===== config.mk =====
export PLATFORM = sky130hd
export DESIGN_NAME = ofd_top
export DESIGN_NICKNAME = d
export VERILOG_FILES = /design/src/pkg/ofd_pkg.sv /design/src/design/ofd_cycle_div.sv /design/src/design/ofd_top.sv
export SDC_FILE = /design/constraint.sdc
export NUM_CORES = 1
export LEC_CHECK = 0
export BUFFER_PORTS_ARGS = -buffer_cell sky130_fd_sc_hd__buf_4
export CAP_MARGIN = 40
export CORE_UTILIZATION = 29
export DETAILED_ROUTE_END_ITERATION = 6
export GPL_TIMING_DRIVEN = 0
export SLEW_MARGIN = 20
export SYNTH_ARGS = -nofsm -noshare
export SYNTH_HDL_FRONTEND = slang
export SYNTH_SLANG_ARGS = --single-unit

===== constraint.sdc =====
create_clock -name clk_sys -period 8.5 [get_ports clk_sys]
set_clock_uncertainty 0.2 [all_clocks]
set_input_delay 0.85 -clock clk_sys [delete_from_list [all_inputs] [get_ports clk_sys]]
set_output_delay 0.85 -clock clk_sys [all_outputs]
set_load 0.01 [all_outputs]

===== src/pkg/ofd_pkg.sv =====
// shared constants and types for the operand field decoder
package ofd_pkg;
  // register port offsets
  localparam logic [7:0] REG_BANK = 8'h00;
  localparam logic [7:0] REG_ACCUM = 8'h01;
  localparam logic [7:0] REG_TPTR_L = 8'h02;
  localparam logic [7:0] REG_TPTR_H = 8'h03;
  localparam logic [7:0] REG_TPTR_U = 8'h04;
  localparam logic [7:0] REG_TLATCH = 8'h05;
  localparam logic [7:0] REG_PROD_L = 8'h06;
  localparam logic [7:0] REG_PROD_H = 8'h07;
  localparam logic [7:0] REG_PCLAT_H = 8'h08;
  localparam logic [7:0] REG_PCLAT_U = 8'h09;
  localparam logic [7:0] REG_STATUS = 8'h0A;
  localparam logic [7:0] REG_PTR_BASE = 8'h0B;
  localparam logic [7:0] REG_PTR_LAST = 8'h10;
  // instruction word field positions
  localparam int ACC_BIT = 8;
  localparam int DEST_BIT = 9;
  localparam int BITPOS_LSB = 9;
  localparam int PTRSEL_LSB = 4;
  localparam int FAST_BIT = 0;
  localparam logic [3:0] SECOND_TAG = 4'hF;
  localparam logic [7:0] ACCESS_SPLIT = 8'h80;
  localparam logic [3:0] ACCESS_HI_BANK = 4'hF;
  localparam logic [3:0] ACCESS_LO_BANK = 4'h0;
  localparam logic [1:0] IDX_PTR = 2'h2;
  // status bit positions
  localparam int ST_C = 0;
  localparam int ST_DC = 1;
  localparam int ST_Z = 2;
  localparam int ST_OV = 3;
  localparam int ST_N = 4;
  // timing
  localparam logic [1:0] PHASES_LAST = 2'h3;
  // reset values
  localparam logic [7:0] RST_BYTE = 8'h00;
  // operand format announced by the core opcode decoder
  typedef enum logic [3:0] {
    FMT_BYTE, FMT_BIT, FMT_LIT8, FMT_PTRLIT, FMT_MOVE, FMT_ABS,
    FMT_BRA_LONG, FMT_BRA_SHORT, FMT_TABLE, FMT_INDEX
  } ofd_fmt_t;
  // table pointer behaviour
  typedef enum logic [1:0] {
    TBL_KEEP, TBL_POST_INC, TBL_POST_DEC, TBL_PRE_INC
  } ofd_tbl_t;
  typedef enum logic {ST_SINGLE, ST_SECOND} ofd_seq_t;
endpackage


===== src/design/ofd_cycle_div.sv =====
// four-phase divider giving one enable pulse per instruction cycle
`timescale 1ns/100ps
`default_nettype none
module ofd_cycle_div (
  // clock and reset
  input wire logic clk_sys,
  input wire logic rst_n_sync,
  // enable out
  output logic cycle_en
);
  logic [1:0] phase_r;

  always_ff @(posedge clk_sys or negedge rst_n_sync) begin
    if (!rst_n_sync) begin
      phase_r <= 2'h0;
    end else begin
      phase_r <= phase_r + 2'h1;
    end
  end

  assign cycle_en = (phase_r == ofd_pkg::PHASES_LAST);
endmodule
`default_nettype wire


===== src/design/ofd_top.sv =====
// operand field decoder with its operand-side registers
// How it works
// RL1: access bit 0 selects access RAM, 1 lets bank register pick bank.
// RL2: a bank select register chooses the RAM bank for banked accesses.
// RL3: destination bit 0 writes accumulator, 1 writes addressed file register.
// RL4: three-bit field picks bit 0 to 7 of the addressed byte.
// RL5: file field is 8-bit address or 2-bit pointer number for pointer loads.
// RL6: two-word move takes 12-bit source address from first word.
// RL7: two-word move takes 12-bit destination from second word and writes there.
// RL8: literal decodes as 8, 12 or 20 bits depending on format.
// RL9: table mode selects keep, post-increment, post-decrement or pre-increment.
// RL10: branch field is signed relative offset or absolute target address.
// RL11: fast bit 1 saves or restores shadow copies on call or return.
// RL12: a 21-bit table pointer addresses program memory for table accesses.
// RL13: an 8-bit table latch holds the byte a table access moves.
// RL14: don't-care bits are ignored by decoding; generators should emit 0.
// RL15: indexed forms add 7-bit offsets to an indirect pointer.
// RL16: five status flags carry, digit carry, zero, overflow, negative kept.
// RL17: multiply product is split over high and low product registers.
// RL18: high and upper latches supply upper PC bits on low-byte write.
// RL19: second words carry 1111 on top; executed alone they act as no-op.
// RL20: instruction cycle is four clocks; taken test or jump adds no-op cycle.
// RL21: all fields come out combinationally in the cycle the word shows.
//
// Added by the designer: the register addresses and the plain strobed port.
`timescale 1ns/100ps
`default_nettype none
module ofd_top (
  // clock and reset
  input wire logic clk_sys,
  input wire logic rst_b,
  // register port
  input wire logic [7:0] reg_addr,
  input wire logic [7:0] reg_wdata,
  input wire logic reg_wr,
  input wire logic reg_rd,
  output logic [7:0] reg_rdata,
  // fetch side
  input wire logic [15:0] instr_word,
  input wire logic instr_valid,
  input wire ofd_pkg::ofd_fmt_t instr_fmt,
  input wire logic flush_next,
  output logic cycle_en,
  output logic word_take,
  output logic nop_cycle,
  // decoded fields
  output logic [11:0] ram_addr,
  output logic dest_is_file,
  output logic [2:0] bit_pos,
  output logic [7:0] bit_mask,
  output logic [1:0] ptr_sel,
  output logic [19:0] literal,
  output logic [20:0] rel_offset,
  output logic [19:0] abs_target,
  output logic fast_sel,
  output ofd_pkg::ofd_tbl_t table_access_mode,
  output logic [11:0] move_src,
  output logic [11:0] move_dst,
  output logic move_we,
  output logic [11:0] idx_src_addr,
  output logic [11:0] idx_dst_addr,
  // datapath results
  input wire logic result_valid,
  input wire logic [7:0] result_data,
  output logic file_we,
  output logic accum_we,
  input wire logic [4:0] flag_we,
  input wire logic [4:0] flag_val,
  input wire logic mul_go,
  input wire logic [7:0] file_rdata,
  // table access
  input wire logic tbl_go,
  input wire logic tbl_write,
  input wire logic [7:0] prog_rdata,
  output logic [20:0] prog_addr,
  output logic [7:0] prog_wdata,
  output logic prog_re,
  output logic prog_we,
  // call, return and program counter
  input wire logic call_go,
  input wire logic ret_go,
  input wire logic pcl_write,
  input wire logic [7:0] pcl_data,
  output logic pc_load,
  output logic [20:0] pc_load_addr,
  // visible state
  output logic [7:0] accum_out,
  output logic [4:0] status_out,
  output logic [3:0] bank_out
);
  logic rst_s1_r;
  logic rst_n_sync;
  always_ff @(posedge clk_sys or negedge rst_b) begin
    if (!rst_b) begin
      rst_s1_r <= 1'b0;
      rst_n_sync <= 1'b0;
    end else begin
      rst_s1_r <= 1'b1;
      rst_n_sync <= rst_s1_r;
    end
  end

  ofd_cycle_div u_div (
    .clk_sys(clk_sys),
    .rst_n_sync(rst_n_sync),
    .cycle_en(cycle_en) // RL20
  );

  // architectural registers
  logic [3:0] bank_select_register;
  logic [7:0] working_accumulator;
  logic [20:0] table_pointer;
  logic [7:0] table_latch;
  logic [7:0] product_high_byte;
  logic [7:0] product_low_byte;
  logic [7:0] pc_high_latch;
  logic [4:0] pc_upper_latch;
  logic [4:0] status_r;
  logic [11:0] indirect_pointer [3];
  logic [7:0] shadow_accum_r;
  logic [4:0] shadow_status_r;
  logic [3:0] shadow_bank_r;

  // two-word sequencing
  ofd_pkg::ofd_seq_t seq_r;
  ofd_pkg::ofd_fmt_t first_fmt_r;
  logic [11:0] first_low_r;
  logic flush_r;
  logic second_tag;
  logic in_second;

  assign word_take = instr_valid && cycle_en;
  assign second_tag = (instr_word[15:12] == ofd_pkg::SECOND_TAG);
  assign in_second = (seq_r == ofd_pkg::ST_SECOND);
  // lone second word or flushed slot executes as no-op
  assign nop_cycle = word_take && (flush_r || (!in_second && second_tag
                     && instr_fmt != ofd_pkg::FMT_MOVE
                     && instr_fmt != ofd_pkg::FMT_ABS)); // RL19 RL20

  always_ff @(posedge clk_sys or negedge rst_n_sync) begin
    if (!rst_n_sync) begin
      seq_r <= ofd_pkg::ST_SINGLE;
      first_fmt_r <= ofd_pkg::FMT_BYTE;
      first_low_r <= 12'h000;
    end else if (word_take) begin
      case (seq_r)
        ofd_pkg::ST_SINGLE: begin
          if (!flush_r && (instr_fmt == ofd_pkg::FMT_MOVE
              || instr_fmt == ofd_pkg::FMT_ABS
              || instr_fmt == ofd_pkg::FMT_PTRLIT)) begin
            seq_r <= ofd_pkg::ST_SECOND;
            first_fmt_r <= instr_fmt;
            first_low_r <= instr_word[11:0]; // RL6
          end
        end
        ofd_pkg::ST_SECOND: begin
          seq_r <= ofd_pkg::ST_SINGLE;
        end
        default: begin
          seq_r <= ofd_pkg::ST_SINGLE;
        end
      endcase
    end
  end

  // a taken test or jump turns the following fetch slot into a no-op
  always_ff @(posedge clk_sys or negedge rst_n_sync) begin
    if (!rst_n_sync) begin
      flush_r <= 1'b0;
    end else if (flush_next) begin
      flush_r <= 1'b1; // RL20
    end else if (word_take) begin
      flush_r <= 1'b0;
    end
  end

  // field extraction, purely combinational from the presented word; in a second word ptr_sel comes from the stored first word
  // only defined bit positions are looked at, so don't-care bits drop out
  logic [7:0] file_f;
  assign file_f = instr_word[7:0]; // RL14 RL21
  assign dest_is_file = instr_word[ofd_pkg::DEST_BIT];
  assign bit_pos = instr_word[ofd_pkg::BITPOS_LSB +: 3]; // RL4
  assign bit_mask = 8'h01 << bit_pos; // RL4
  assign ptr_sel = in_second ? first_low_r[ofd_pkg::PTRSEL_LSB +: 2]
                             : instr_word[ofd_pkg::PTRSEL_LSB +: 2]; // RL5
  assign fast_sel = instr_word[ofd_pkg::FAST_BIT];
  assign table_access_mode = ofd_pkg::ofd_tbl_t'(instr_word[1:0]); // RL9

  always_comb begin
    if (!instr_word[ofd_pkg::ACC_BIT]) begin
      // access RAM: low half from bank 0, upper half from the top bank
      ram_addr = {(file_f >= ofd_pkg::ACCESS_SPLIT) ? ofd_pkg::ACCESS_HI_BANK
                  : ofd_pkg::ACCESS_LO_BANK, file_f}; // RL1
    end else begin
      ram_addr = {bank_select_register, file_f}; // RL1 RL2 RL5
    end
  end

  always_comb begin
    if (in_second && first_fmt_r == ofd_pkg::FMT_ABS) begin
      literal = {instr_word[11:0], first_low_r[7:0]}; // RL8
    end else if (in_second && first_fmt_r == ofd_pkg::FMT_PTRLIT) begin
      literal = {8'h00, first_low_r[3:0], instr_word[7:0]}; // RL8
    end else begin
      literal = {12'h000, instr_word[7:0]}; // RL8
    end
  end

  always_comb begin
    if (instr_fmt == ofd_pkg::FMT_BRA_LONG) begin
      rel_offset = {{10{instr_word[10]}}, instr_word[10:0]}; // RL10
    end else begin
      rel_offset = {{13{instr_word[7]}}, instr_word[7:0]}; // RL10
    end
  end
  assign abs_target = {instr_word[11:0], first_low_r[7:0]}; // RL10

  assign move_src = first_low_r; // RL6
  assign move_dst = instr_word[11:0]; // RL7
  assign move_we = word_take && in_second && !flush_r
                   && first_fmt_r == ofd_pkg::FMT_MOVE && second_tag; // RL7

  // indexed offsets ride on the third indirect pointer
  assign idx_src_addr = indirect_pointer[ofd_pkg::IDX_PTR]
                        + {5'h00, instr_word[6:0]}; // RL15
  assign idx_dst_addr = indirect_pointer[ofd_pkg::IDX_PTR]
                        + {5'h00, (in_second ? instr_word[6:0]
                                             : first_low_r[6:0])}; // RL15

  assign accum_we = result_valid && !dest_is_file; // RL3
  assign file_we = result_valid && dest_is_file; // RL3

  // register port decode
  logic wr_hit_ptr;
  logic [2:0] ptr_byte;
  assign wr_hit_ptr = reg_addr >= ofd_pkg::REG_PTR_BASE
                      && reg_addr <= ofd_pkg::REG_PTR_LAST;
  assign ptr_byte = 3'(reg_addr - ofd_pkg::REG_PTR_BASE);

  // hardware updates win over a software write in the same cycle
  always_ff @(posedge clk_sys or negedge rst_n_sync) begin
    if (!rst_n_sync) begin
      working_accumulator <= ofd_pkg::RST_BYTE;
    end else if (ret_go && fast_sel) begin
      working_accumulator <= shadow_accum_r; // RL11
    end else if (accum_we) begin
      working_accumulator <= result_data; // RL3
    end else if (reg_wr && reg_addr == ofd_pkg::REG_ACCUM) begin
      working_accumulator <= reg_wdata;
    end
  end

  always_ff @(posedge clk_sys or negedge rst_n_sync) begin
    if (!rst_n_sync) begin
      bank_select_register <= 4'h0;
    end else if (ret_go && fast_sel) begin
      bank_select_register <= shadow_bank_r; // RL11
    end else if (reg_wr && reg_addr == ofd_pkg::REG_BANK) begin
      bank_select_register <= reg_wdata[3:0]; // RL2
    end
  end

  always_ff @(posedge clk_sys or negedge rst_n_sync) begin
    if (!rst_n_sync) begin
      status_r <= 5'h00;
    end else if (ret_go && fast_sel) begin
      status_r <= shadow_status_r; // RL11
    end else if (flag_we != 5'h00) begin
      status_r <= (status_r & ~flag_we) | (flag_val & flag_we); // RL16
    end else if (reg_wr && reg_addr == ofd_pkg::REG_STATUS) begin
      status_r <= reg_wdata[4:0];
    end
  end

  // shadow copies for fast call
  always_ff @(posedge clk_sys or negedge rst_n_sync) begin
    if (!rst_n_sync) begin
      shadow_accum_r <= ofd_pkg::RST_BYTE;
      shadow_status_r <= 5'h00;
      shadow_bank_r <= 4'h0;
    end else if (call_go && fast_sel) begin
      shadow_accum_r <= working_accumulator; // RL11
      shadow_status_r <= status_r;
      shadow_bank_r <= bank_select_register;
    end
  end

  always_ff @(posedge clk_sys or negedge rst_n_sync) begin
    if (!rst_n_sync) begin
      product_high_byte <= ofd_pkg::RST_BYTE;
      product_low_byte <= ofd_pkg::RST_BYTE;
    end else if (mul_go) begin
      {product_high_byte, product_low_byte} <=
        working_accumulator * file_rdata; // RL17
    end else if (reg_wr && reg_addr == ofd_pkg::REG_PROD_L) begin
      product_low_byte <= reg_wdata;
    end else if (reg_wr && reg_addr == ofd_pkg::REG_PROD_H) begin
      product_high_byte <= reg_wdata;
    end
  end

  always_ff @(posedge clk_sys or negedge rst_n_sync) begin
    if (!rst_n_sync) begin
      pc_high_latch <= ofd_pkg::RST_BYTE;
      pc_upper_latch <= 5'h00;
    end else if (reg_wr && reg_addr == ofd_pkg::REG_PCLAT_H) begin
      pc_high_latch <= reg_wdata; // RL18
    end else if (reg_wr && reg_addr == ofd_pkg::REG_PCLAT_U) begin
      pc_upper_latch <= reg_wdata[4:0]; // RL18
    end
  end

  // low-byte write jumps using both latches as the upper bits
  always_ff @(posedge clk_sys or negedge rst_n_sync) begin
    if (!rst_n_sync) begin
      pc_load <= 1'b0;
      pc_load_addr <= 21'h000000;
    end else begin
      pc_load <= pcl_write;
      if (pcl_write) begin
        pc_load_addr <= {pc_upper_latch, pc_high_latch, pcl_data}; // RL18
      end
    end
  end

  always_ff @(posedge clk_sys or negedge rst_n_sync) begin
    if (!rst_n_sync) begin
      for (int i = 0; i < 3; i++) begin
        indirect_pointer[i] <= 12'h000;
      end
    end else if (word_take && in_second && !flush_r
                 && first_fmt_r == ofd_pkg::FMT_PTRLIT) begin
      indirect_pointer[ptr_sel] <= literal[11:0]; // RL5 RL8
    end else if (reg_wr && wr_hit_ptr) begin
      if (ptr_byte[0]) begin
        indirect_pointer[ptr_byte[2:1]][11:8] <= reg_wdata[3:0];
      end else begin
        indirect_pointer[ptr_byte[2:1]][7:0] <= reg_wdata;
      end
    end
  end

  // table access: pointer step, program memory strobe, latch
  ofd_pkg::ofd_tbl_t tmode;
  logic [20:0] tptr_inc;
  logic [20:0] tptr_dec;
  logic tbl_rd_pend_r;
  assign tmode = table_access_mode;
  assign tptr_inc = table_pointer + 21'h000001;
  assign tptr_dec = table_pointer - 21'h000001;

  always_ff @(posedge clk_sys or negedge rst_n_sync) begin
    if (!rst_n_sync) begin
      table_pointer <= 21'h000000;
    end else if (tbl_go) begin
      case (tmode)
        ofd_pkg::TBL_POST_INC: table_pointer <= tptr_inc; // RL9
        ofd_pkg::TBL_POST_DEC: table_pointer <= tptr_dec; // RL9
        ofd_pkg::TBL_PRE_INC: table_pointer <= tptr_inc; // RL9
        default: table_pointer <= table_pointer; // RL9
      endcase
    end else if (reg_wr && reg_addr == ofd_pkg::REG_TPTR_L) begin
      table_pointer[7:0] <= reg_wdata;
    end else if (reg_wr && reg_addr == ofd_pkg::REG_TPTR_H) begin
      table_pointer[15:8] <= reg_wdata;
    end else if (reg_wr && reg_addr == ofd_pkg::REG_TPTR_U) begin
      table_pointer[20:16] <= reg_wdata[4:0];
    end
  end

  always_ff @(posedge clk_sys or negedge rst_n_sync) begin
    if (!rst_n_sync) begin
      prog_addr <= 21'h000000;
      prog_wdata <= ofd_pkg::RST_BYTE;
      prog_re <= 1'b0;
      prog_we <= 1'b0;
    end else begin
      prog_re <= tbl_go && !tbl_write;
      prog_we <= tbl_go && tbl_write;
      if (tbl_go) begin
        prog_addr <= (tmode == ofd_pkg::TBL_PRE_INC) ? tptr_inc
                                                     : table_pointer; // RL12
        prog_wdata <= table_latch; // RL13
      end
    end
  end

  // read data are taken the cycle after the read strobe
  always_ff @(posedge clk_sys or negedge rst_n_sync) begin
    if (!rst_n_sync) begin
      tbl_rd_pend_r <= 1'b0;
      table_latch <= ofd_pkg::RST_BYTE;
    end else begin
      tbl_rd_pend_r <= prog_re;
      if (tbl_rd_pend_r) begin
        table_latch <= prog_rdata; // RL13
      end else if (reg_wr && reg_addr == ofd_pkg::REG_TLATCH) begin
        table_latch <= reg_wdata; // RL13
      end
    end
  end

  // read port: one cycle latency, unmapped offsets read zero
  always_ff @(posedge clk_sys or negedge rst_n_sync) begin
    if (!rst_n_sync) begin
      reg_rdata <= ofd_pkg::RST_BYTE;
    end else if (reg_rd) begin
      if (reg_addr == ofd_pkg::REG_BANK) begin
        reg_rdata <= {4'h0, bank_select_register};
      end else if (reg_addr == ofd_pkg::REG_ACCUM) begin
        reg_rdata <= working_accumulator;
      end else if (reg_addr == ofd_pkg::REG_TPTR_L) begin
        reg_rdata <= table_pointer[7:0];
      end else if (reg_addr == ofd_pkg::REG_TPTR_H) begin
        reg_rdata <= table_pointer[15:8];
      end else if (reg_addr == ofd_pkg::REG_TPTR_U) begin
        reg_rdata <= {3'h0, table_pointer[20:16]};
      end else if (reg_addr == ofd_pkg::REG_TLATCH) begin
        reg_rdata <= table_latch;
      end else if (reg_addr == ofd_pkg::REG_PROD_L) begin
        reg_rdata <= product_low_byte;
      end else if (reg_addr == ofd_pkg::REG_PROD_H) begin
        reg_rdata <= product_high_byte;
      end else if (reg_addr == ofd_pkg::REG_PCLAT_H) begin
        reg_rdata <= pc_high_latch;
      end else if (reg_addr == ofd_pkg::REG_PCLAT_U) begin
        reg_rdata <= {3'h0, pc_upper_latch};
      end else if (reg_addr == ofd_pkg::REG_STATUS) begin
        reg_rdata <= {3'h0, status_r}; // RL16
      end else if (wr_hit_ptr && ptr_byte[0]) begin
        reg_rdata <= {4'h0, indirect_pointer[ptr_byte[2:1]][11:8]};
      end else if (wr_hit_ptr) begin
        reg_rdata <= indirect_pointer[ptr_byte[2:1]][7:0];
      end else begin
        reg_rdata <= 8'h00;
      end
    end else begin
      reg_rdata <= 8'h00;
    end
  end

  assign accum_out = working_accumulator;
  assign status_out = status_r;
  assign bank_out = bank_select_register;
endmodule
`default_nettype wire


==> impl_metrics.tcl, run 1 <==
set metrics [dict create \
    status "complete, but fails checks" \
    violations "design-rule violations" \
    setup_ws_ns 3.043 \
    antenna_found_initial 0 \
    die_width_um 231.9 \
    fillerInstances 5239 \
    routedWlPerCell_um 22.05 \
    cts_sinks 212 \
    vias_per_cell 5.295 \
    p_leak_nw 8.854 \
    synth-main-ff-cell "dfrtp_1" \
    clk_pin_slew_ns 0.06 \
    drv_slew 0 \
    cts_tree "done" \
    place.gp.congestion 0.9190 \
    antenna_left 0 \
    io_buffers 307 \
    whs_ns 0.02580 \
    peakVddDrop_mv 0.1171 \
    fmax_ghz 0.1832 \
    final_cell_area_mm2 0.01952 \
    area_growth_pct 27.33 \
    ys_types 77 \
    core-area_mm2 0.05172 \
    first_global_vias 14300 \
    required_ns 7.45 \
    synth_edf_count 0 \
    finalPower_mw 3.727 \
    syn_area_mm2 0.01533 \
    setup_tns_ns 0 \
    drive_gt1_share_pct 26.54 \
    grt_start_max_net_pins 56 \
    ff_latch_area_mm2 0.005309 \
    rows 83 \
    globalRoute.totalOverflow 0 \
    cts_buffers 24 \
    cts_root_buffer "clkbuf_16" \
    dpl_cell_area_mm2 0.01864 \
    drt_iter0_markers 1050 \
    min_period_over_period_pct 64.20 \
    pre_cts_slack_ns 2.971 \
    critical_path.startpoint "instr_word[0]" \
    instances_no_fill 2760 \
    async_flop_share_pct 100.0 \
    max-cap-violations 0 \
    grt_util_all_layers_pct 22.16 \
    clkLatencyLatePin_ns 0.55 \
    relSlewSlack_pct 39.78 \
    pin_count 313 \
    die_h_um 231.9 \
    crit_type "primary input to primary output" \
    critPathLaunchType "primary input" \
    dr.pass1.iters 7 \
    initial_utilization_pct 29.64 \
    ys_warn_count 0 \
    fin_crit_ns 5.457 \
    cp.arrival_ns 4.41 \
    dp_hpwl_um 47780 \
    seq_area_frac_synth_pct 34.61 \
    syn_nets 1905 \
    synthCells 1719 \
    syn_area_per_cell_um2 8.916 \
    path_max_fanout 12 \
    routed_wl_um 60870 \
    cts_max_level 1 \
    min_path_type "flip-flop to asynchronous set/reset pin" \
    fin_util_pct 37.74 \
    layout.nets 2249 \
    synth_top_area_share_pct 34.61 \
    synth.area.top_cells "dfrtp_1, mux2_2, fa_1" \
    cts_max_path_buffers 3 \
    dp.cells 2715 \
    hold_violations 0 \
    grt_pass1_wl_um 90660 \
    multi_input_area_mm2 0.008762 \
    diodes 0 \
    rsz0062_at_grt "no" \
    r2r-start "accum_out[1]" \
    drc 1 \
    setup_violations 0 \
    power.density_mw_per_mm2 190.9 \
    vias 14620 \
    crit_path_end_kind "primary output" \
    yosysTopAreaCell "dfrtp_1" \
    synth-seq-cells 212 \
    dieArea_mm2 0.05378 \
    tightestPinTransition_ns 0.9033 \
]
## flip-flops by register name, indices dropped and copies added (netlist names), 2 cells and up, named ones only
name / flops
indirect_pointer: 36
pc_load_addr: 21
prog_addr: 21
table_pointer: 21
move_src: 12
accum_out: 8
pc_high_latch: 8
product_high_byte: 8
product_low_byte: 8
prog_wdata: 8
reg_rdata: 8
shadow_accum_r: 8
table_latch: 8
pc_upper_latch: 5
shadow_status_r: 5
bank_out: 4
first_fmt_r: 4
shadow_bank_r: 4
u_div.phase_r: 2
## path summary, 6_finish.rpt
check	endpoint	slack, ns	cells past startpoint
worst max-delay path	idx_dst_addr[10]	3.04	14
worst min-delay path	pc_load_addr[5]	0.03	0
worst max register to register	product_high_byte[6]	3.14	16
worst min register to register	pc_load_addr[5]	0.03	0
max in group asynchronous	table_pointer[10]	7.14	2
min in group clk_sys	rst_n_sync	0.15	0
## layer usage
metal / GRT usage, % / share of wire, % / vias up
met5: 0 / 0 / -
met3: 3.806 / 7.7 / 113
met2: 38.26 / 49 / 639
li1: - / - / 6691
met1: 27.71 / 40 / 7172
met4: 7.545 / 3.6 / 0
## report_power, final
| part | switching (mW) | internal (mW) |
|---|---|---|
| clock network | 0.452 | 0.694 |
| registers | 0.114 | 1.14 |
| logic | 0.772 | 0.557 |
| total | 1.34 | 2.39 |
## layout by cell type (no fill, tap or decap), types with 30 or more instances in the layout
cell,Yosys,final
a21oi_1,122,122
a22oi_1,42,42
and2_1,62,62
buf_4,68,375
clkbuf_1,85,86
dfrtp_1,212,211
fa_1,38,38
ha_1,57,57
inv_1,81,81
mux2_2,91,91
mux2i_1,38,38
nand2_1,138,138
nand3_1,37,37
nor2_1,139,139
nor3_1,30,30
o21ai_0,120,120
## Yosys cell counts, types with 16 or more instances
cell	number
dfrtp_1	212
nor2_1	139
nand2_1	138
a21oi_1	122
o21ai_0	120
mux2_2	91
clkbuf_1	85
inv_1	81
buf_4	68
and2_1	62
ha_1	57
a22oi_1	42
fa_1	38
mux2i_1	38
nand3_1	37
nor3_1	30
nor2b_1	29
xnor2_1	29
a211oi_1	24
xor2_1	23
a31oi_1	18
and3_1	16
buf_1	16
## kinds of logic after synthesis
group	after synthesis	share of synthesized area, %
compound gates	443	18.38
flops	212	34.61
fa+ha+maj	95	9.616
other cells	1	0.02447
xor+xnor	52	2.971
simple gates	524	16.87
buf+inv	262	8.220
mux	130	9.314
## critical path, cell delays in order
cell and delay [ns]:
buf_4 0.23, clkbuf_1 0.46, buf_1 0.57, mux2_2 0.28, ha_1 0.16, inv_1 0.06, fa_1 0.41, nor2b_1 0.12
o21ai_0 0.10, a21boi_0 0.26, o21ai_0 0.18, a211oi_1 0.34, xor2_1 0.22, buf_4 0.16
## final cells by class
cell class	count	area share, %
plain buffers	181	4.898
multi-input cells	1245	44.90
clock buffers	34	3.789
clock inverters	9	0.6411
inverters	81	1.558
flip-flops and latches	212	27.20
well taps	680	4.360
repair buffers	318	12.66
## repair_timing
action	4_1_cts	5_1_grt
endpoints found under the hold margin	2	0
resized for setup	0	0
setup buffers	0	0
endpoints found under the setup margin	0	0
hold buffers	1	0
Power figures use the tool's default switching activity.
==> run 2: changes to the inputs <==
==> constraint.sdc (replaced) <==
create_clock -name clk_sys -period 5.05 [get_ports clk_sys]
set_clock_uncertainty 0.2 [all_clocks]
set_input_delay 0.505 -clock clk_sys [delete_from_list [all_inputs] [get_ports clk_sys]]
set_output_delay 0.505 -clock clk_sys [all_outputs]
set_load 0.01 [all_outputs]
==> impl_metrics.tcl, run 2 (synthesis results as in run 1) <==
set metrics [dict create \
    vias_per_cell 5.337 \
    die_h_um 231.9 \
    pin_count 313 \
    holdCritStartpoint "instr_fmt[0]" \
    peakVddDrop_mv 0.1924 \
    fmax_ghz 0.2042 \
    cp.arrival_ns 5.10 \
    path_max_fanout 10 \
    layout.nets 2260 \
    power_frac_seq_pct 34.5 \
    die_width_um 231.9 \
    whs_ns 0.01599 \
    crit_type "flip-flop to flip-flop" \
    routedWlPerCell_um 21.97 \
    grt_util_met3_pct 3.278 \
    vias 14790 \
    slowest_delay_ns 0.58 \
    fin_crit_ns 4.897 \
    rsz0062_at_grt "yes" \
    setup_violations 0 \
    grtUsageMet1_pct 27.84 \
    p_comb_share_pct 35.5 \
    antenna_found_initial 1 \
    core-area_mm2 0.05172 \
    required_ns 5.26 \
    dp_hpwl_um 47840 \
    rows 83 \
    drt_iter0_markers 1149 \
    hold_violations 0 \
    finalPower_mw 6.223 \
    dpl_cell_area_mm2 0.01864 \
    cts_sinks 212 \
    antenna_left 0 \
    p_leak_nw 8.900 \
    grt_pass1_wl_um 90510 \
    dr.pass1.iters 6 \
    clkLatencyLatePin_ns 0.55 \
    critPathLaunchType "flip-flop" \
    min_path_type "primary input to flip-flop" \
    final_cell_mix "buf_4, dfrtp_1, nor2_1" \
    drc 0 \
    final_cell_area_mm2 0.01966 \
    slowest_stage "fa_1" \
    regMostFlops "indirect_pointer" \
    drive_gt1_share_pct 26.78 \
    instances_no_fill 2771 \
    cts_buffers 24 \
    place.gp.congestion 0.9408 \
    dieArea_mm2 0.05378 \
    tightestPinTransition_ns 0.8775 \
    path_common_cell "fa_1" \
    min_period_over_period_pct 96.97 \
    grt_use_met2_pct 38.63 \
    area_growth_pct 28.25 \
    cts_max_level 1 \
    crit_path_end_kind "flip-flop" \
    sw_frac_of_total_pct 36.18 \
    largest_reg_flops 36 \
    first_global_vias 14430 \
    globalRoute.totalOverflow 0 \
    clk_pin_slew_ns 0.06 \
    power.density_mw_per_mm2 316.6 \
    max-cap-violations 0 \
    dp.cells 2715 \
    critical_path.startpoint "accum_out[7]" \
    clockPowerShare_pct 30.0 \
    status "finished, final reports clean" \
    initial_utilization_pct 29.64 \
    top_usage_layer "met2" \
    grt_start_max_net_pins 53 \
    io_buffers 307 \
    grt_util_all_layers_pct 22.09 \
    cts_tree "done" \
    final_common_cell "buf_4" \
    r2r-start "accum_out[7]" \
    drv_slew 0 \
    p_sw_mw 2.252 \
    post_cts.repair.setup_buffers 0 \
    routed_wl_um 60890 \
    p_int_mw 3.972 \
    crit_chain "clkbuf_2 > and2_1 > fa_1 > fa_1 > fa_1 > inv_1 > fa_1 > inv_1 > ha_1 > and3_1 > a311oi_2 > a2bb2oi_1 > xnor2_1 > a21oi_1" \
    diodes 0 \
    cts_max_path_buffers 3 \
    cts_root_buffer "clkbuf_16" \
    relSlewSlack_pct 41.18 \
]
-- run 2: cell types whose count changed in the layout (fill, tap and decap cells not counted), moves of 4 or more --
cell | previous run | this run
dfrtp_2 | 0 | 8
dlygate4sd3_1 | 1 | 20
clkbuf_8 | 8 | 4
dfrtp_1 | 211 | 203
clkbuf_1 | 86 | 80
-- run 2: layout make-up --
cell class                 count  area [µm²]
buffer                       174       932.1
timing repair buffer         336        2655
tap                          680       850.8
clock inverter                11       135.1
fill                        5252       32060
sequential                   212        5319
multi-input combinational   1245        8768
clock buffer                  32       691.9
inverter                      81       304.0
-- run 2: path summary, 6_finish.rpt --
kind,to,slack (ns),cells past startpoint
max,product_high_byte[6],0.15,14
min,first_fmt_r[0],0.02,2
max reg2reg,product_high_byte[6],0.15,14
min reg2reg,pc_load_addr[6],0.10,0
max in group asynchronous,move_src[8],3.62,2
min in group asynchronous,rst_n_sync,0.07,2
-- run 2: repair_timing --
| action | CTS | global route |
|---|---|---|
| hold buffers | 20 | 0 |
| endpoints found under the setup margin | 4 | 4 |
| hold endpoints to repair | 22 | 0 |
| gates cloned | 0 | 0 |
| pin swaps | 0 | 1 |
| gates resized for setup | 2 | 9 |
-- run 2: power by group through the flow --
stage / logic [mW] / clock network [mW] / registers (mW)
after floorplan: 1.37 / 0 / 2.11
after global placement: 2.15 / 0 / 2.16
after detailed placement: 2.22 / 0 / 2.14
after CTS: 2.22 / 1.91 / 2.14
after global routing: 2.47 / 1.98 / 2.17
final: 2.21 / 1.87 / 2.15
-- run 2: stage by stage --
| stage | util (%) | setup WS (ns) | setup TNS [ns] |
|---|---|---|---|
| floorplan | - | 0.4905 | 0 |
| global placement | 35.74 | -0.2579 | -12.61 |
| detailed placement | 36.04 | -0.2648 | -0.4549 |
| CTS | 37.99 | 0.07666 | 0 |
| global route | 38.01 | -0.01116 | -0.01116 |
| finish | 38.01 | 0.1531 | 0 |
-- run 2: worst max-delay path: cells and delay by family, from the launching register on --
family,cells,cell delay (ns)
adders and majority gates,5,2.40
AOI/OAI and AO/OA,3,0.66
DFF,1,0.49
and+or+nand+nor,2,0.40
buffers and inverters,3,0.34
xor gates and xnor gates,1,0.28
-- run 2: layer usage --
layer,part of all wire [%],wire length [µm]
met1,41,24680
met2,49,29960
met3,7.5,4546
met4,2.8,1697
met5,0.018,11
